===== config.mk =====
export PLATFORM = sky130hd
export DESIGN_NAME = dac_load_seq
export DESIGN_NICKNAME = d
export VERILOG_FILES = /design/src/verilog/dac_seq_pkg.sv /design/src/verilog/word_buf_if.sv /design/src/verilog/word_buf.sv /design/src/verilog/dac_load_seq.sv
export SDC_FILE = /design/constraint.sdc
export NUM_CORES = 1
export LEC_CHECK = 0
export BUFFER_PORTS_ARGS = -buffer_cell sky130_fd_sc_hd__buf_4
export CAP_MARGIN = 20
export CORE_MARGIN = 3
export CORE_UTILIZATION = 40
export CTS_CLUSTER_SIZE = 28
export DETAILED_ROUTE_END_ITERATION = 12
export GPL_TIMING_DRIVEN = 0
export SYNTH_ARGS = -nofsm -noshare
export SYNTH_HDL_FRONTEND = slang
export SYNTH_SLANG_ARGS = --single-unit

===== constraint.sdc =====
create_clock -name i_clk -period 2.3 [get_ports i_clk]
set_input_delay 0.345 -clock i_clk [delete_from_list [all_inputs] [get_ports i_clk]]
set_output_delay 0.345 -clock i_clk [all_outputs]
set_load 0.005 [all_outputs]

===== src/verilog/dac_seq_pkg.sv =====
// Overview of operation
// - each input word is ten bits on one shared bus, spread over six channels
// - two latch stages per channel; all outputs change together on second-stage load
// - sequenced mode starts storing on the first selected clock edge after a start assertion
// - all first stages copy to second stages on first falling clock after transfer
// - direction low stores channels in ascending order, 0 up to 5
// - direction high stores channels in descending order, 5 down to 0
// - edge select high captures sequenced words on rising clock edges, low on falling edges
// - even/odd pair: high-select device takes even words, low-select odd words
// - direct loading stores into the addressed channel on every falling edge
// - addressed loading stores on falling edge into channel sampled on prior rise
// - after addressed loading, outputs update only on a valid transfer strobe
// - standby high clears all stored words and the sequencer and pending-transfer state
// - standby low again resumes normal loading and update
package dac_seq_pkg;
  localparam int             WORD_W      = 10;
  localparam int             CHANS       = 6;
  localparam int             CH_W        = 3;
  localparam int             BUF_W       = CH_W + WORD_W;
  localparam int             BUF_DEPTH   = 2;
  localparam int             BUF_CH_LSB  = WORD_W;
  localparam logic [2:0]     SEQ_ADDR    = 3'h7;
  localparam logic [2:0]     FIRST_CH    = 3'h0;
  localparam logic [2:0]     LAST_CH     = 3'h5;
  localparam logic [7:0]     CTRL_OFS    = 8'h00;
  localparam logic [7:0]     STATUS_OFS  = 8'h04;
  localparam logic [7:0]     OUT_BASE    = 8'h10;
  localparam logic [1:0]     CTRL_RST    = 2'h0;
  localparam logic [WORD_W-1:0] STAGE_RST = 10'h000;
  localparam int             CTRL_STANDBY_IN   = 0;
  localparam int             CTRL_HOLD   = 1;
  localparam int             ST_ACTIVE   = 0;
  localparam int             ST_CNT_LSB  = 1;
  localparam int             ST_PEND     = 4;
  localparam int             ST_OVF      = 5;
  localparam int             ST_STANDBY_IN     = 6;
endpackage


===== src/verilog/word_buf_if.sv =====
`timescale 1ns/1ps
`default_nettype none
interface word_buf_if;
  logic                           in_valid;
  logic                           in_ready;
  logic [dac_seq_pkg::BUF_W-1:0]  in_data;
  logic                           out_valid;
  logic                           out_ready;
  logic [dac_seq_pkg::BUF_W-1:0]  out_data;
  logic                           flush;
  modport buf_side (input in_valid, in_data, out_ready, flush,
                    output in_ready, out_valid, out_data);
  modport user_side (output in_valid, in_data, out_ready, flush,
                     input in_ready, out_valid, out_data);
endinterface
`default_nettype wire


===== src/verilog/word_buf.sv =====
`timescale 1ns/1ps
`default_nettype none
module word_buf #(
  parameter int WIDTH = dac_seq_pkg::BUF_W,
  parameter int DEPTH = dac_seq_pkg::BUF_DEPTH
) (
  input wire logic      i_clk,  // system clock
  input wire logic      i_rstn, // async reset, active low
  word_buf_if.buf_side  bus     // fill and drain sides
);
  localparam int PW = (DEPTH > 1) ? $clog2(DEPTH) : 1;

  typedef struct packed {
    logic [DEPTH-1:0][WIDTH-1:0] mem;
    logic [PW-1:0]               wr;
    logic [PW-1:0]               rd;
    logic [PW:0]                 cnt;
  } buf_st_t;

  buf_st_t s;
  buf_st_t next_s;
  logic    push;
  logic    pop;

  assign bus.in_ready  = (s.cnt != (PW+1)'(DEPTH));
  assign bus.out_valid = (s.cnt != '0);
  assign bus.out_data  = s.mem[s.rd];

  always_comb
  begin
    next_s = s;
    push   = bus.in_valid & bus.in_ready;
    pop    = bus.out_valid & bus.out_ready;
    if (push)
    begin
      next_s.mem[s.wr] = bus.in_data;
      next_s.wr = (s.wr == PW'(DEPTH - 1)) ? '0 : PW'(s.wr + 1'b1);
    end
    if (pop)
      next_s.rd = (s.rd == PW'(DEPTH - 1)) ? '0 : PW'(s.rd + 1'b1);
    if (push && !pop)
      next_s.cnt = (PW+1)'(s.cnt + 1'b1);
    else if (pop && !push)
      next_s.cnt = (PW+1)'(s.cnt - 1'b1);
    if (bus.flush)
      next_s = '0;
  end

  always_ff @(posedge i_clk or negedge i_rstn)
  begin
    if (!i_rstn)
      s <= '0;
    else
      s <= next_s;
  end
endmodule
`default_nettype wire


===== src/verilog/dac_load_seq.sv =====
// The APB slave port and the address map were left to the implementer.
`timescale 1ns/1ps
`default_nettype none
module dac_load_seq (
  input  wire logic        i_clk,             // system clock, 10 MHz
  input  wire logic        i_rstn,            // async reset, active low
  input  wire logic        i_pix_clk,         // partner word clock
  input  wire logic [9:0]  i_video_word,      // shared video word
  input  wire logic        i_start_sequence,  // start / chip select
  input  wire logic        i_transfer_strobe, // second-stage update
  input  wire logic        i_standby_in,      // standby, active high
  input  wire logic        i_load_dir,        // 0 ascending, 1 descending
  input  wire logic        i_edge_sel,        // 1 rising, 0 falling
  input  wire logic [2:0]  i_chan_addr,       // channel address
  input  wire logic        i_psel,            // apb select
  input  wire logic        i_penable,         // apb enable
  input  wire logic        i_pwrite,          // apb direction
  input  wire logic [7:0]  i_paddr,           // apb byte address
  input  wire logic [31:0] i_pwdata,          // apb write data
  output logic      [31:0] o_prdata,          // apb read data
  output logic             o_pready,          // apb ready
  output logic             o_pslverr,         // apb error
  output logic      [59:0] o_video_out        // six second-stage words
);
  typedef struct packed {
    logic                                  pclk_q;
    logic                                  start_q;
    logic                                  xfer_q;
    logic [2:0]                            addr_q;
    logic                                  seq_active;
    logic [2:0]                            seq_cnt;
    logic                                  xfer_pend;
    logic                                  copy_due;
    logic                                  overflow;
    logic [1:0]                            ctrl;
    logic [5:0][dac_seq_pkg::WORD_W-1:0]   stage1;
    logic [5:0][dac_seq_pkg::WORD_W-1:0]   stage2;
    logic [31:0]                           prdata;
    logic                                  pready;
    logic                                  pslverr;
  } seq_st_t;

  seq_st_t     s;
  seq_st_t     next_s;
  word_buf_if  wbuf ();

  logic        rise;
  logic        fall;
  logic        standby_in;
  logic        seq_mode;
  logic        direct;
  logic        start_rise;
  logic        xfer_rise;
  logic        seq_hit;
  logic [2:0]  seq_chan;
  logic        adr_hit;
  logic        push_req;
  logic [2:0]  push_chan;
  logic        copy_now;
  logic        apb_acc;
  logic        wr_go;
  logic [7:0]  out_ofs;
  logic        out_hit;
  logic        map_hit;
  logic [31:0] rd_word;

  word_buf u_buf (
    .i_clk  (i_clk),
    .i_rstn (i_rstn),
    .bus    (wbuf.buf_side)
  );

  assign o_prdata    = s.prdata;
  assign o_pready    = s.pready;
  assign o_pslverr   = s.pslverr;
  assign o_video_out = s.stage2;

  // edge and mode decode
  always_comb
  begin
    rise       = i_pix_clk & ~s.pclk_q;
    fall       = ~i_pix_clk & s.pclk_q;
    standby_in       = i_standby_in | s.ctrl[dac_seq_pkg::CTRL_STANDBY_IN];
    seq_mode   = (i_chan_addr == dac_seq_pkg::SEQ_ADDR);
    direct     = ~seq_mode & i_start_sequence & i_transfer_strobe;
    start_rise = i_start_sequence & ~s.start_q;
    xfer_rise  = i_transfer_strobe & ~s.xfer_q;
    // even words on rises, odd words on falls
    seq_hit    = seq_mode & s.seq_active
                 & (i_edge_sel ? rise : fall);
    seq_chan   = i_load_dir
                 ? 3'(dac_seq_pkg::LAST_CH - s.seq_cnt)
                 : s.seq_cnt;
    adr_hit    = ~seq_mode & fall
                 & (s.addr_q <= dac_seq_pkg::LAST_CH);
    push_req   = ~standby_in & (seq_hit | adr_hit);
    push_chan  = seq_hit ? seq_chan : s.addr_q;
    // wait until buffered words reach the first stage
    copy_now   = s.copy_due & ~wbuf.out_valid & ~push_req;
  end

  assign wbuf.in_valid  = push_req;
  assign wbuf.in_data   = {push_chan, i_video_word};
  assign wbuf.out_ready = ~s.ctrl[dac_seq_pkg::CTRL_HOLD];
  assign wbuf.flush     = standby_in;

  // apb decode and read mux
  always_comb
  begin
    apb_acc = i_psel & i_penable;
    wr_go   = apb_acc & s.pready & i_pwrite;
    out_ofs = 8'(i_paddr - dac_seq_pkg::OUT_BASE);
    out_hit = (out_ofs[7:5] == 3'h0) && (out_ofs[1:0] == 2'h0)
              && (out_ofs[4:2] <= dac_seq_pkg::LAST_CH);
    map_hit = out_hit || (i_paddr == dac_seq_pkg::CTRL_OFS)
              || (i_paddr == dac_seq_pkg::STATUS_OFS);
    rd_word = 32'h0000_0000;
    if (i_paddr == dac_seq_pkg::CTRL_OFS)
      rd_word[1:0] = s.ctrl;
    else if (i_paddr == dac_seq_pkg::STATUS_OFS)
    begin
      rd_word[dac_seq_pkg::ST_ACTIVE]       = s.seq_active;
      rd_word[dac_seq_pkg::ST_CNT_LSB +: 3] = s.seq_cnt;
      rd_word[dac_seq_pkg::ST_PEND]         = s.xfer_pend | s.copy_due;
      rd_word[dac_seq_pkg::ST_OVF]          = s.overflow;
      rd_word[dac_seq_pkg::ST_STANDBY_IN]         = standby_in;
    end
    else if (out_hit)
      rd_word[dac_seq_pkg::WORD_W-1:0] = s.stage2[out_ofs[4:2]];
  end

  // next state
  always_comb
  begin
    next_s         = s;
    next_s.pclk_q  = i_pix_clk;
    next_s.start_q = i_start_sequence;
    next_s.xfer_q  = i_transfer_strobe;
    if (rise)
      next_s.addr_q = i_chan_addr;
    if (seq_hit)
    begin
      next_s.seq_cnt = 3'(s.seq_cnt + 3'h1);
      if (s.seq_cnt == dac_seq_pkg::LAST_CH)
        next_s.seq_active = 1'b0;
    end
    if (start_rise && seq_mode)
    begin
      next_s.seq_active = 1'b1;
      next_s.seq_cnt    = dac_seq_pkg::FIRST_CH;
    end
    if (fall && (s.xfer_pend || direct))
    begin
      next_s.copy_due  = 1'b1;
      next_s.xfer_pend = 1'b0;
    end
    if (xfer_rise && !direct)
      next_s.xfer_pend = 1'b1;
    if (copy_now)
    begin
      next_s.stage2   = s.stage1;
      next_s.copy_due = 1'b0;
    end
    if (wbuf.out_valid && wbuf.out_ready)
      next_s.stage1[wbuf.out_data[dac_seq_pkg::BUF_CH_LSB +: 3]] =
        wbuf.out_data[dac_seq_pkg::WORD_W-1:0];
    if (wr_go && i_paddr == dac_seq_pkg::CTRL_OFS)
      next_s.ctrl = i_pwdata[1:0];
    if (wr_go && i_paddr == dac_seq_pkg::STATUS_OFS
        && i_pwdata[dac_seq_pkg::ST_OVF])
      next_s.overflow = 1'b0;
    // set beats clear
    if (push_req && !wbuf.in_ready)
      next_s.overflow = 1'b1;
    next_s.pready  = apb_acc & ~s.pready;
    next_s.pslverr = apb_acc & ~s.pready & ~map_hit;
    if (apb_acc && !s.pready)
      next_s.prdata = rd_word;
    if (standby_in)
    begin
      next_s.stage1     = '0;
      next_s.stage2     = '0;
      next_s.seq_active = 1'b0;
      next_s.seq_cnt    = dac_seq_pkg::FIRST_CH;
      next_s.xfer_pend  = 1'b0;
      next_s.copy_due   = 1'b0;
    end
  end

  always_ff @(posedge i_clk or negedge i_rstn)
  begin
    if (!i_rstn)
    begin
      s        <= '0;
      s.ctrl   <= dac_seq_pkg::CTRL_RST;
    end
    else
      s <= next_s;
  end
endmodule
`default_nettype wire


==> flow_summary_export.csv, run 1 <==
group,metric,value,unit
setup_path,cp.required,2580,ps
yosys,synthFlopType,"dfrtp_1",
setup_path,crit_path_end,"o_video_out[7]",
min_path,min_path_type,"input port to async pin",
power,p_leak,4.829,nW
grt,grt_first_pass_wirelength,36.27,mm
layout,n_antenna_cell,0,
clocking,cts_tree,"yes",
route,drt_iter0_drc,411,
setup_path,startpoint_type,"flip-flop",
die,ios,158,
setup_path,slowest_stage,"a211oi_4",
clocking,cts_sinks,177,
yosys,yosysWarnings,0,
setup_path,rrSetupSlack,150,ps
layout,drive_above_1_share,28.70,%
placed_design,dp_hpwl,16.78,mm
clocking,numCtsBuffers,17,
setup_path,crit_fanout,10,
sta,slew_viol_final,0,
setup_path,critical_path.startpoint,"s[168]",
grt,grt_pass1_vias,6361,
yosys,synth_top_cell_area_share,51.55,%
yosys,ys_top_cells_by_count,"177 x dfrtp_1, 152 x nand2_1, 99 x buf_4",
run_status,violations,"negative hold slack",
route,ant_nets,0,
clocking,clockBufferDepth,2,
sta,hold_violations,30,
yosys,synth_area_leaders,"dfrtp_1 52%, buf_4 8.7%, nand2_1 6.6%, mux2i_1 5.7%, nand3_1 4.0%",
setup_path,arrival,2430,ps
placed_design,gp_congestion,0.8189,
setup_path,crit_type,"flip-flop to flip-flop",
clocking,clk_latency,430,ps
run_status,outcome,"complete, but fails checks",
sta,rsz0062_at_grt,"yes",
yosys,ys_seq_area_share,51.55,%
sta,max_freq,0.4654,GHz
sta,finalCriticalPeriod,2149,ps
die,start_util,41.53,%
yosys,postSynth.asyncResetShare,100.0,%
yosys,synth_largest_area_cell,"dfrtp_1",
layout,fill_cells,1983,
setup_path,rr_worst_depth,6,
sta,finalSetupViolCount,0,
setup_path,r2r-start,"s[168]",
flow_run,maxCapViolCount,0,
sta,fin_skew,9.259,ps
power,p_per_area,641.8,mW/mm^2
yosys,synth-edff-count,0,
die,rows,52,
layout,final_area,0.01045,mm^2
placed_design,placed_cell_area,0.009839,mm^2
clocking,clkSlewWorstSetupHoldPaths,70,ps
route,routed_wl,23.22,mm
route,num_vias,6553,
setup_path,path_depth,6,
yosys,synth-seq-cells,177,
yosys,postSynthCellCount,863,
power,peakVddDrop,0.5988,mV
setup_path,cp.buffers_inverters,1,
yosys,postSynthAreaPerCell,9.956,um^2
sta,finalCritPeriodShare,93.42,%
die,core,0.02069,mm^2
clocking,post-cts-setup-buffer-count,0,
route,drc,0,
sta,worstMarginPinSlew,795.2,ps
sta,setup_tns,0,ps
setup_path,worst_path_largest_cell_delay,440,ps
layout,syn_to_final_growth,21.60,%
die,die_h,152.6,um
route,vias_per_cell,5.076,
grt,grt-ovfl-total,0,
yosys,ys_types,45,
yosys,post-synth-top-count-cell,"dfrtp_1",
grt,grtUsageTotal,19.90,%
die,die_area,0.02327,mm^2
setup_path,reg2reg_to,"o_video_out[7]",
placed_design,portBuffers,106,
route,wl_per_cell,17.99,um
sta,maxSlewHeadroom,46.98,%
grt,grt_max_degree,105,
die,fp.dieW,152.6,um
setup_path,path_cells,"or3b_1 -> a211oi_4 -> nor3_1 -> clkbuf_1 -> nand2_1 -> a21oi_1",
grt,antenna_found_initial,0,
setup_path,path_delay_family,"simple AND/OR/NAND/NOR gates",
layout,finalNetCount,1075,
layout,postLayoutCoreUtil,50.50,%
sta,hold_ws,-25.02,ps
setup_path,end_kind,"flip-flop",
route,drt_first_pass_iters,4,
clocking,cts_hold_buf,0,
clocking,htree_levels,4,
yosys,syn_area,0.008592,mm^2
clocking,cts-root-buf,"clkbuf_16",
-- power breakdown --
group / internal [mW] / switching [mW] / leakage, nW
combinational: 0.185 / 0.337 / 2.09
clock: 1.80 / 1.20 / 0.294
sequential: 3.16 / 0.0273 / 2.45
total: 5.14 / 1.57 / 4.83
-- cells by family after synthesis --
kind of cell | synth area share, %
AND/OR/NAND/NOR | 14.65
flip-flops | 51.55
buffers and inverters | 11.46
AO/OA/AOI/OAI | 9.873
multiplexers | 11.48
XOR/XNOR | 0.5098
adder cells (fa/ha/maj) | 0.4369
other | 0.04365
-- layout make-up --
type | count | area, um^2 | share of cell area [%]
repair buffers | 107 | 830.8 | 7.952
clock buffers | 23 | 478.0 | 4.575
plain buffers | 139 | 915.9 | 8.766
inverters | 18 | 67.56 | 0.6467
clock inverters | 9 | 128.9 | 1.234
well taps | 270 | 337.8 | 3.234
flip-flops and latches | 177 | 4429 | 42.40
multi-input cells | 548 | 3259 | 31.20
-- layout by cell type (no fill, tap or decap), types with 2 or more instances in the layout --
master      Yosys  final
nand2_1       152    152
nand4_1         3      3
xor2_1          2      2
o2bb2ai_1       2      2
conb_1          1     22
clkbuf_16       0     17
a22oi_1        11     11
a31oi_1         2      2
mux2i_1        49     49
nand3b_1        2      2
nor2b_1         2      2
o21ai_0        69     69
nand3_1        69     69
clkbuf_1       28     25
o21ai_1        18     18
a211oi_1        2      2
buf_1           6      5
or2_2           3      3
ha_1            3      3
mux4_2         10     10
nor2_1         26     25
nand2b_1        8      8
mux2_2         24     24
bufinv_16       0      3
buf_2           6      6
inv_1          18     18
clkinvlp_4      0      2
nor2_4          4      4
dfrtp_1       177    177
clkbuf_2        1      6
a21oi_1        40     40
clkinv_2        0      3
xnor2_1         3      3
clkbuf_8        0      3
nor3b_1         2      2
buf_4          99    204
nor3_1          8      8
-- per-layer routing --
layer,wire [um],vias to the layer above,share of wire (%),GRT usage (%)
met2,11100,177,48,32.35
met5,0,-,0,0
met4,307,0,1.3,4.625
met3,1420,26,6.1,4.658
li1,-,3141,-,-
met1,10390,3209,45,27.28
-- worst min path at each step --
stage                      from              end  slack [ps]
floorplan                i_rstn      o_prdata[0]          50
global placement    o_prdata[9]      o_prdata[9]         470
global route             i_rstn  o_video_out[43]          20
detailed placement       i_rstn  o_video_out[43]         460
finish                   i_rstn  o_video_out[43]         -30
CTS                      i_rstn  o_video_out[43]           3
-- through the flow --
step                std cells  setup WS, ps  power, mW
floorplan                 884         333.0      3.520
global placement         1260        -341.7      3.753
detailed placement       1261        -387.1      3.767
CTS                      1293         19.86      6.748
global route             1291        0.2487      6.945
finish                   1291         151.4      6.706
-- what timing repair did --
action / 4_1_cts / 5_1_grt
setup endpoints to repair: 47 / 50
pin swaps: 0 / 0
gates resized for setup: 1 / 9
-- sequential cells by signal, indices dropped and copies added, names as in the netlist --
signal       flops
s               75
o_pready         1
o_prdata        10
o_video_out     60
o_pslverr        1
u_buf.s         30
Power figures use the tool's default switching activity.
==> run 2, diff against run 1 <==
--- a/config.mk
+++ b/config.mk
@@ -12,6 +12,8 @@
 export CTS_CLUSTER_SIZE = 28
 export DETAILED_ROUTE_END_ITERATION = 12
 export GPL_TIMING_DRIVEN = 0
+export HOLD_SLACK_MARGIN = 0.06
+export RECOVER_POWER = 100
 export SYNTH_ARGS = -nofsm -noshare
 export SYNTH_HDL_FRONTEND = slang
 export SYNTH_SLANG_ARGS = --single-unit
==> constraint.sdc (replaced) <==
create_clock -name i_clk -period 2.3 [get_ports i_clk]
set_input_delay 0.345 -clock i_clk [delete_from_list [all_inputs] [get_ports i_clk]]
set_output_delay 0.345 -clock i_clk [all_outputs]
set_load 0.02 [all_outputs]
==> flow_summary_export.csv, run 2 (synthesis results as in run 1) <==
group,metric,value,unit
grt,grt-ovfl-total,0,
grt,grt_max_degree,105,
sta,rsz0062_at_grt,"yes",
clocking,clkSlewWorstSetupHoldPaths,70,ps
layout,fill_cells,2001,
sta,worstMarginPinSlew,1432,ps
setup_path,path_common_cell,"clkbuf_1",
route,vias_per_cell,5.049,
min_path,min_path_type,"input port to flip-flop",
grt,grt_pass1_vias,6392,
route,drt_iter0_drc,435,
clocking,cts-root-buf,"clkbuf_16",
layout,layout_commonest_cell,"dfrtp_1",
route,drt_first_pass_iters,5,
die,fp.dieW,152.6,um
sta,fin_skew,9.012,ps
layout,postLayoutCoreUtil,49.96,%
sta,max_freq,0.4671,GHz
setup_path,path_cells,"nor2_2 -> clkbuf_1 -> clkbuf_1 -> nand2_1 -> nor2_1",
clocking,clk_latency,430,ps
placed_design,portBuffers,106,
sta,hold_violations,0,
placed_design,dp_hpwl,16.78,mm
grt,antenna_found_initial,0,
setup_path,arrival,2500,ps
setup_path,crit_type,"flip-flop to flip-flop",
route,wl_per_cell,17.96,um
setup_path,crit_fanout,10,
power,peakVddDrop,0.5985,mV
grt,grt_first_pass_wirelength,36.42,mm
die,ios,158,
power,p_per_area,651.5,mW/mm^2
layout,finalNetCount,1079,
sta,setup_tns,0,ps
layout,drive_above_1_share,25.07,%
placed_design,placed_cell_area,0.009839,mm^2
sta,slew_viol_final,0,
run_status,outcome,"finished clean",
clocking,cts_sinks,177,
route,num_vias,6539,
power,p_leak,4.668,nW
setup_path,rrSetupSlack,160,ps
layout,layout_common_cells,"177 x dfrtp_1, 152 x nand2_1, 129 x buf_4, 73 x o21ai_0, 69 x nand3_1",
layout,final_area,0.01034,mm^2
clocking,htree_levels,4,
sta,finalSetupViolCount,0,
die,start_util,41.53,%
die,die_h,152.6,um
flow_run,maxCapViolCount,0,
sta,finalCritPeriodShare,93.08,%
die,core,0.02069,mm^2
route,drc,0,
layout,n_antenna_cell,0,
sta,finalCriticalPeriod,2141,ps
clocking,clockBufferDepth,2,
clocking,cts_tree,"yes",
setup_path,worst_path_largest_cell_delay,450,ps
die,die_area,0.02327,mm^2
layout,stdcell_count,1295,
sta,maxSlewHeadroom,4.559,%
placed_design,gp_congestion,0.8189,
route,routed_wl,23.25,mm
layout,largest_reg_flops,75,
power,total_power,6.735,mW
route,ant_nets,0,
setup_path,slowest_stage,"clkbuf_1",
setup_path,startpoint_type,"flip-flop",
layout,top_register,"s",
die,rows,52,
layout,syn_to_final_growth,20.31,%
setup_path,end_kind,"flip-flop",
grt,grtUsageTotal,19.97,%
clocking,post-cts-setup-buffer-count,0,
clocking,numCtsBuffers,17,
placed_design,dp_cells,1261,
setup_path,cp.required,2650,ps
==> run 2: layer usage <==
layer / global-route usage (%) / wire length [um] / vias up
li1: - / - / 3142
met3: 4.658 / 1379 / 18
met2: 32.52 / 11140 / 180
met4: 4.625 / 267 / 0
met1: 27.35 / 10470 / 3199
met5: 0 / 0 / -
==> run 2: worst paths after layout <==
| check | startpoint | end | cells after the start |
|---|---|---|---|
| worst max-delay path | s[154] | s[160] | 5 |
| worst min register to register | o_prdata[9] | o_prdata[9] | 2 |
| worst max register to register | s[154] | s[160] | 5 |
| max in group asynchronous | i_rstn | s[163] | 3 |
| min in group asynchronous | i_rstn | o_video_out[43] | 2 |
| worst min-delay path | i_video_word[3] | u_buf.s[20] | 3 |
==> run 2: what timing repair did <==
| item | in CTS | in global routing |
|---|---|---|
| hold buffers | 4 | 0 |
| hold endpoints to repair | 106 | 0 |
| pin swaps | 0 | 0 |
| endpoints found under the setup margin | 47 | 50 |
| resized for setup | 1 | 9 |
==> run 2: area by class of cell <==
type	count	area [um^2]	area share, %
Multi-Input combinational cell	548	3259	31.53
Clock buffer	23	478.0	4.624
Sequential cell	177	4429	42.85
Tap cell	270	337.8	3.268
Inverter	18	67.56	0.6536
Clock inverter	9	128.9	1.247
Buffer	139	915.9	8.860
Timing Repair Buffer	111	720.7	6.972
==> run 2: per-stage QoR <==
stage	setup WS, ps	hold slack (ps)
after global placement	-341.7	466.7
after detailed placement	-387.1	457.2
after floorplan	333.0	49.41
after CTS	19.86	114.6
final	159.2	123.2
after global routing	0.2487	119.2
==> run 2: power by group <==
group,switching [mW],total (mW),internal (mW)
combinational,0.369,0.549,0.180
sequential,0.0273,3.18,3.16
clock,1.21,3.00,1.80
==> run 2: critical path: cells and delay by family, from the launching register on <==
kind                   cells  cell delay (ps)
AND/OR/NAND/NOR            3              770
buffers and inverters      2              870
flip-flops                 1              420
==> run 3, diff against run 2 <==
--- a/config.mk
+++ b/config.mk
@@ -5,6 +5,7 @@
 export SDC_FILE = /design/constraint.sdc
 export NUM_CORES = 1
 export LEC_CHECK = 0
+export ABC_AREA = 1
 export BUFFER_PORTS_ARGS = -buffer_cell sky130_fd_sc_hd__buf_4
 export CAP_MARGIN = 20
 export CORE_MARGIN = 3
==> flow_summary_export.csv, run 3 <==
group,metric,value,unit
run_status,outcome,"finished clean",
clocking,cts_resized,0,
power,peakVddDrop,0.5325,mV
placed_design,gp_congestion,0.8484,
clocking,cts_tree,"yes",
setup_path,crit_type,"flip-flop to flip-flop",
yosys,yosysWarnings,0,
sta,fin_skew,7.982,ps
power,p_per_area,663.9,mW/mm^2
clocking,clk_latency,430,ps
clocking,cts_sinks,177,
setup_path,cp.required,2560,ps
route,ant_nets,0,
die,start_util,40.93,%
yosys,ys_types,41,
setup_path,arrival,2340,ps
sta,max_freq,0.4811,GHz
yosys,postSynthCellCount,989,
clocking,cts-root-buf,"clkbuf_16",
sta,worstMarginPinSlew,1118,ps
layout,drive_above_1_share,21.42,%
grt,grt_max_degree,100,
layout,top_register,"s",
grt,grt_pass1_vias,6730,
layout,largest_reg_flops,75,
sta,finalCriticalPeriod,2079,ps
clocking,clockBufferDepth,2,
route,drt_first_pass_iters,7,
route,num_vias,7035,
layout,layout_common_cells,"229 x nand2_1, 177 x dfrtp_1, 128 x buf_4, 121 x nand3_1, 110 x o21ai_0",
setup_path,end_kind,"flip-flop",
die,die_h,152.9,um
yosys,synthFlopType,"dfrtp_1",
clocking,clkSlewWorstSetupHoldPaths,70,ps
die,core,0.02109,mm^2
sta,hold_violations,0,
layout,final_area,0.01031,mm^2
power,p_leak,5.145,nW
yosys,syn_area,0.008631,mm^2
yosys,synth_top_cell_area_share,51.32,%
yosys,ys_top_cells_by_count,"227 x nand2_1, 177 x dfrtp_1, 120 x nand3_1",
layout,syn_to_final_growth,19.44,%
min_path,worstHoldStart,"i_pwdata[0]",
yosys,synth-edff-count,0,
layout,layout_commonest_cell,"nand2_1",
yosys,synth_largest_area_cell,"dfrtp_1",
clocking,htree_levels,4,
placed_design,portBuffers,105,
grt,grtUsageTotal,20.35,%
sta,maxSlewHeadroom,25.50,%
min_path,min_path_type,"input port to flip-flop",
yosys,postSynthAreaPerCell,8.727,um^2
clocking,numCtsBuffers,17,
setup_path,r2r-start,"u_buf.s[2]",
die,ios,158,
sta,hold_ws,146.1,ps
layout,n_antenna_cell,0,
setup_path,crit_fanout,10,
layout,fill_cells,2109,
grt,antenna_found_initial,0,
yosys,synth-seq-cells,177,
placed_design,placed_cell_area,0.009882,mm^2
die,die_area,0.02338,mm^2
setup_path,critical_path.startpoint,"u_buf.s[2]",
layout,finalNetCount,1207,
route,vias_per_cell,4.926,
grt,grt-ovfl-total,0,
yosys,ys_seq_area_share,51.32,%
route,drt_iter0_drc,507,
sta,finalCritPeriodShare,90.38,%
route,wl_per_cell,16.55,um
route,routed_wl,23.63,mm
setup_path,startpoint_type,"flip-flop",
yosys,post-synth-top-count-cell,"nand2_1",
sta,slew_viol_final,0,
power,total_power,6.844,mW
yosys,postSynth.asyncResetShare,100.0,%
flow_run,maxCapViolCount,0,
die,rows,53,
yosys,synth_area_leaders,"dfrtp_1 51%, nand2_1 9.9%, buf_4 8.7%, nand3_1 7.0%, o21ai_0 4.6%",
grt,grt_first_pass_wirelength,37.70,mm
route,drc,0,
placed_design,dp_hpwl,17.19,mm
die,fp.dieW,152.9,um
sta,rsz0062_at_grt,"no",
sta,finalSetupViolCount,0,
==> run 3: kinds of logic (layout without fill, tap and decap cells) <==
group,count (synthesis),count (layout),synth area share (%)
other cells,1,22,0.04345
xor+xnor,4,4,0.4060
buf+inv,213,356,14.22
mux,5,5,0.6378
compound gates,182,182,12.47
flops,177,177,51.32
fa+ha+maj,3,3,0.4350
simple gates,404,404,20.47
==> run 3: layer usage <==
layer | vias up | share of wire, % | global-route usage [%]
li1 | 3450 | - | -
met2 | 236 | 44 | 30.28
met1 | 3322 | 47 | 29.64
met3 | 27 | 6.7 | 5.294
met4 | 0 | 1.9 | 5.558
met5 | - | 0 | 0
==> run 3: area by class of cell <==
class                           instances  area (um^2)  area share (%)
Inverter                               70        262.8           2.549
Buffer                                143        954.7           9.261
Sequential cell                       177         4429           42.97
Tap cell                              275        344.1           3.338
Timing Repair Buffer                  111        690.7           6.700
Clock buffer                           21        470.5           4.564
Clock inverter                         11        155.1           1.505
Multi-Input combinational cell        620         3002           29.12
==> run 3: critical path, cell delays in order (launching register included) <==
cell and delay [ps]:
dfrtp_1 440, inv_1 140, clkbuf_1 280, o21ai_0 820
o21ai_0 230
==> run 3: stage by stage <==
stage,cells,setup TNS (ps),util [%],setup slack (ps)
after CTS,1428,0,50.02,296.2
after global routing,1428,0,48.88,83.00
after floorplan,1010,0,-,471.3
final,1428,0,48.88,221.3
after global placement,1390,-40260,46.67,-244.4
after detailed placement,1392,-282.0,46.86,-137.0
==> run 3: power breakdown <==
part	internal, mW	switching, mW
clock	1.80	1.24
sequential	3.17	0.0433
combinational	0.185	0.400
==> run 3: final timing paths <==
check	endpoint	slack, ps	cells past startpoint
worst max register to register	s[131]	220	4
worst min-delay path	s[154]	150	2
worst max-delay path	s[131]	220	4
worst min register to register	o_video_out[55]	470	2
min in group asynchronous	o_pready	660	2
max in group asynchronous	o_video_out[36]	590	3
==> run 3: timing repair <==
item	CTS	global route
setup buffers	0	0
hold endpoints to repair	81	0
hold buffers	4	0
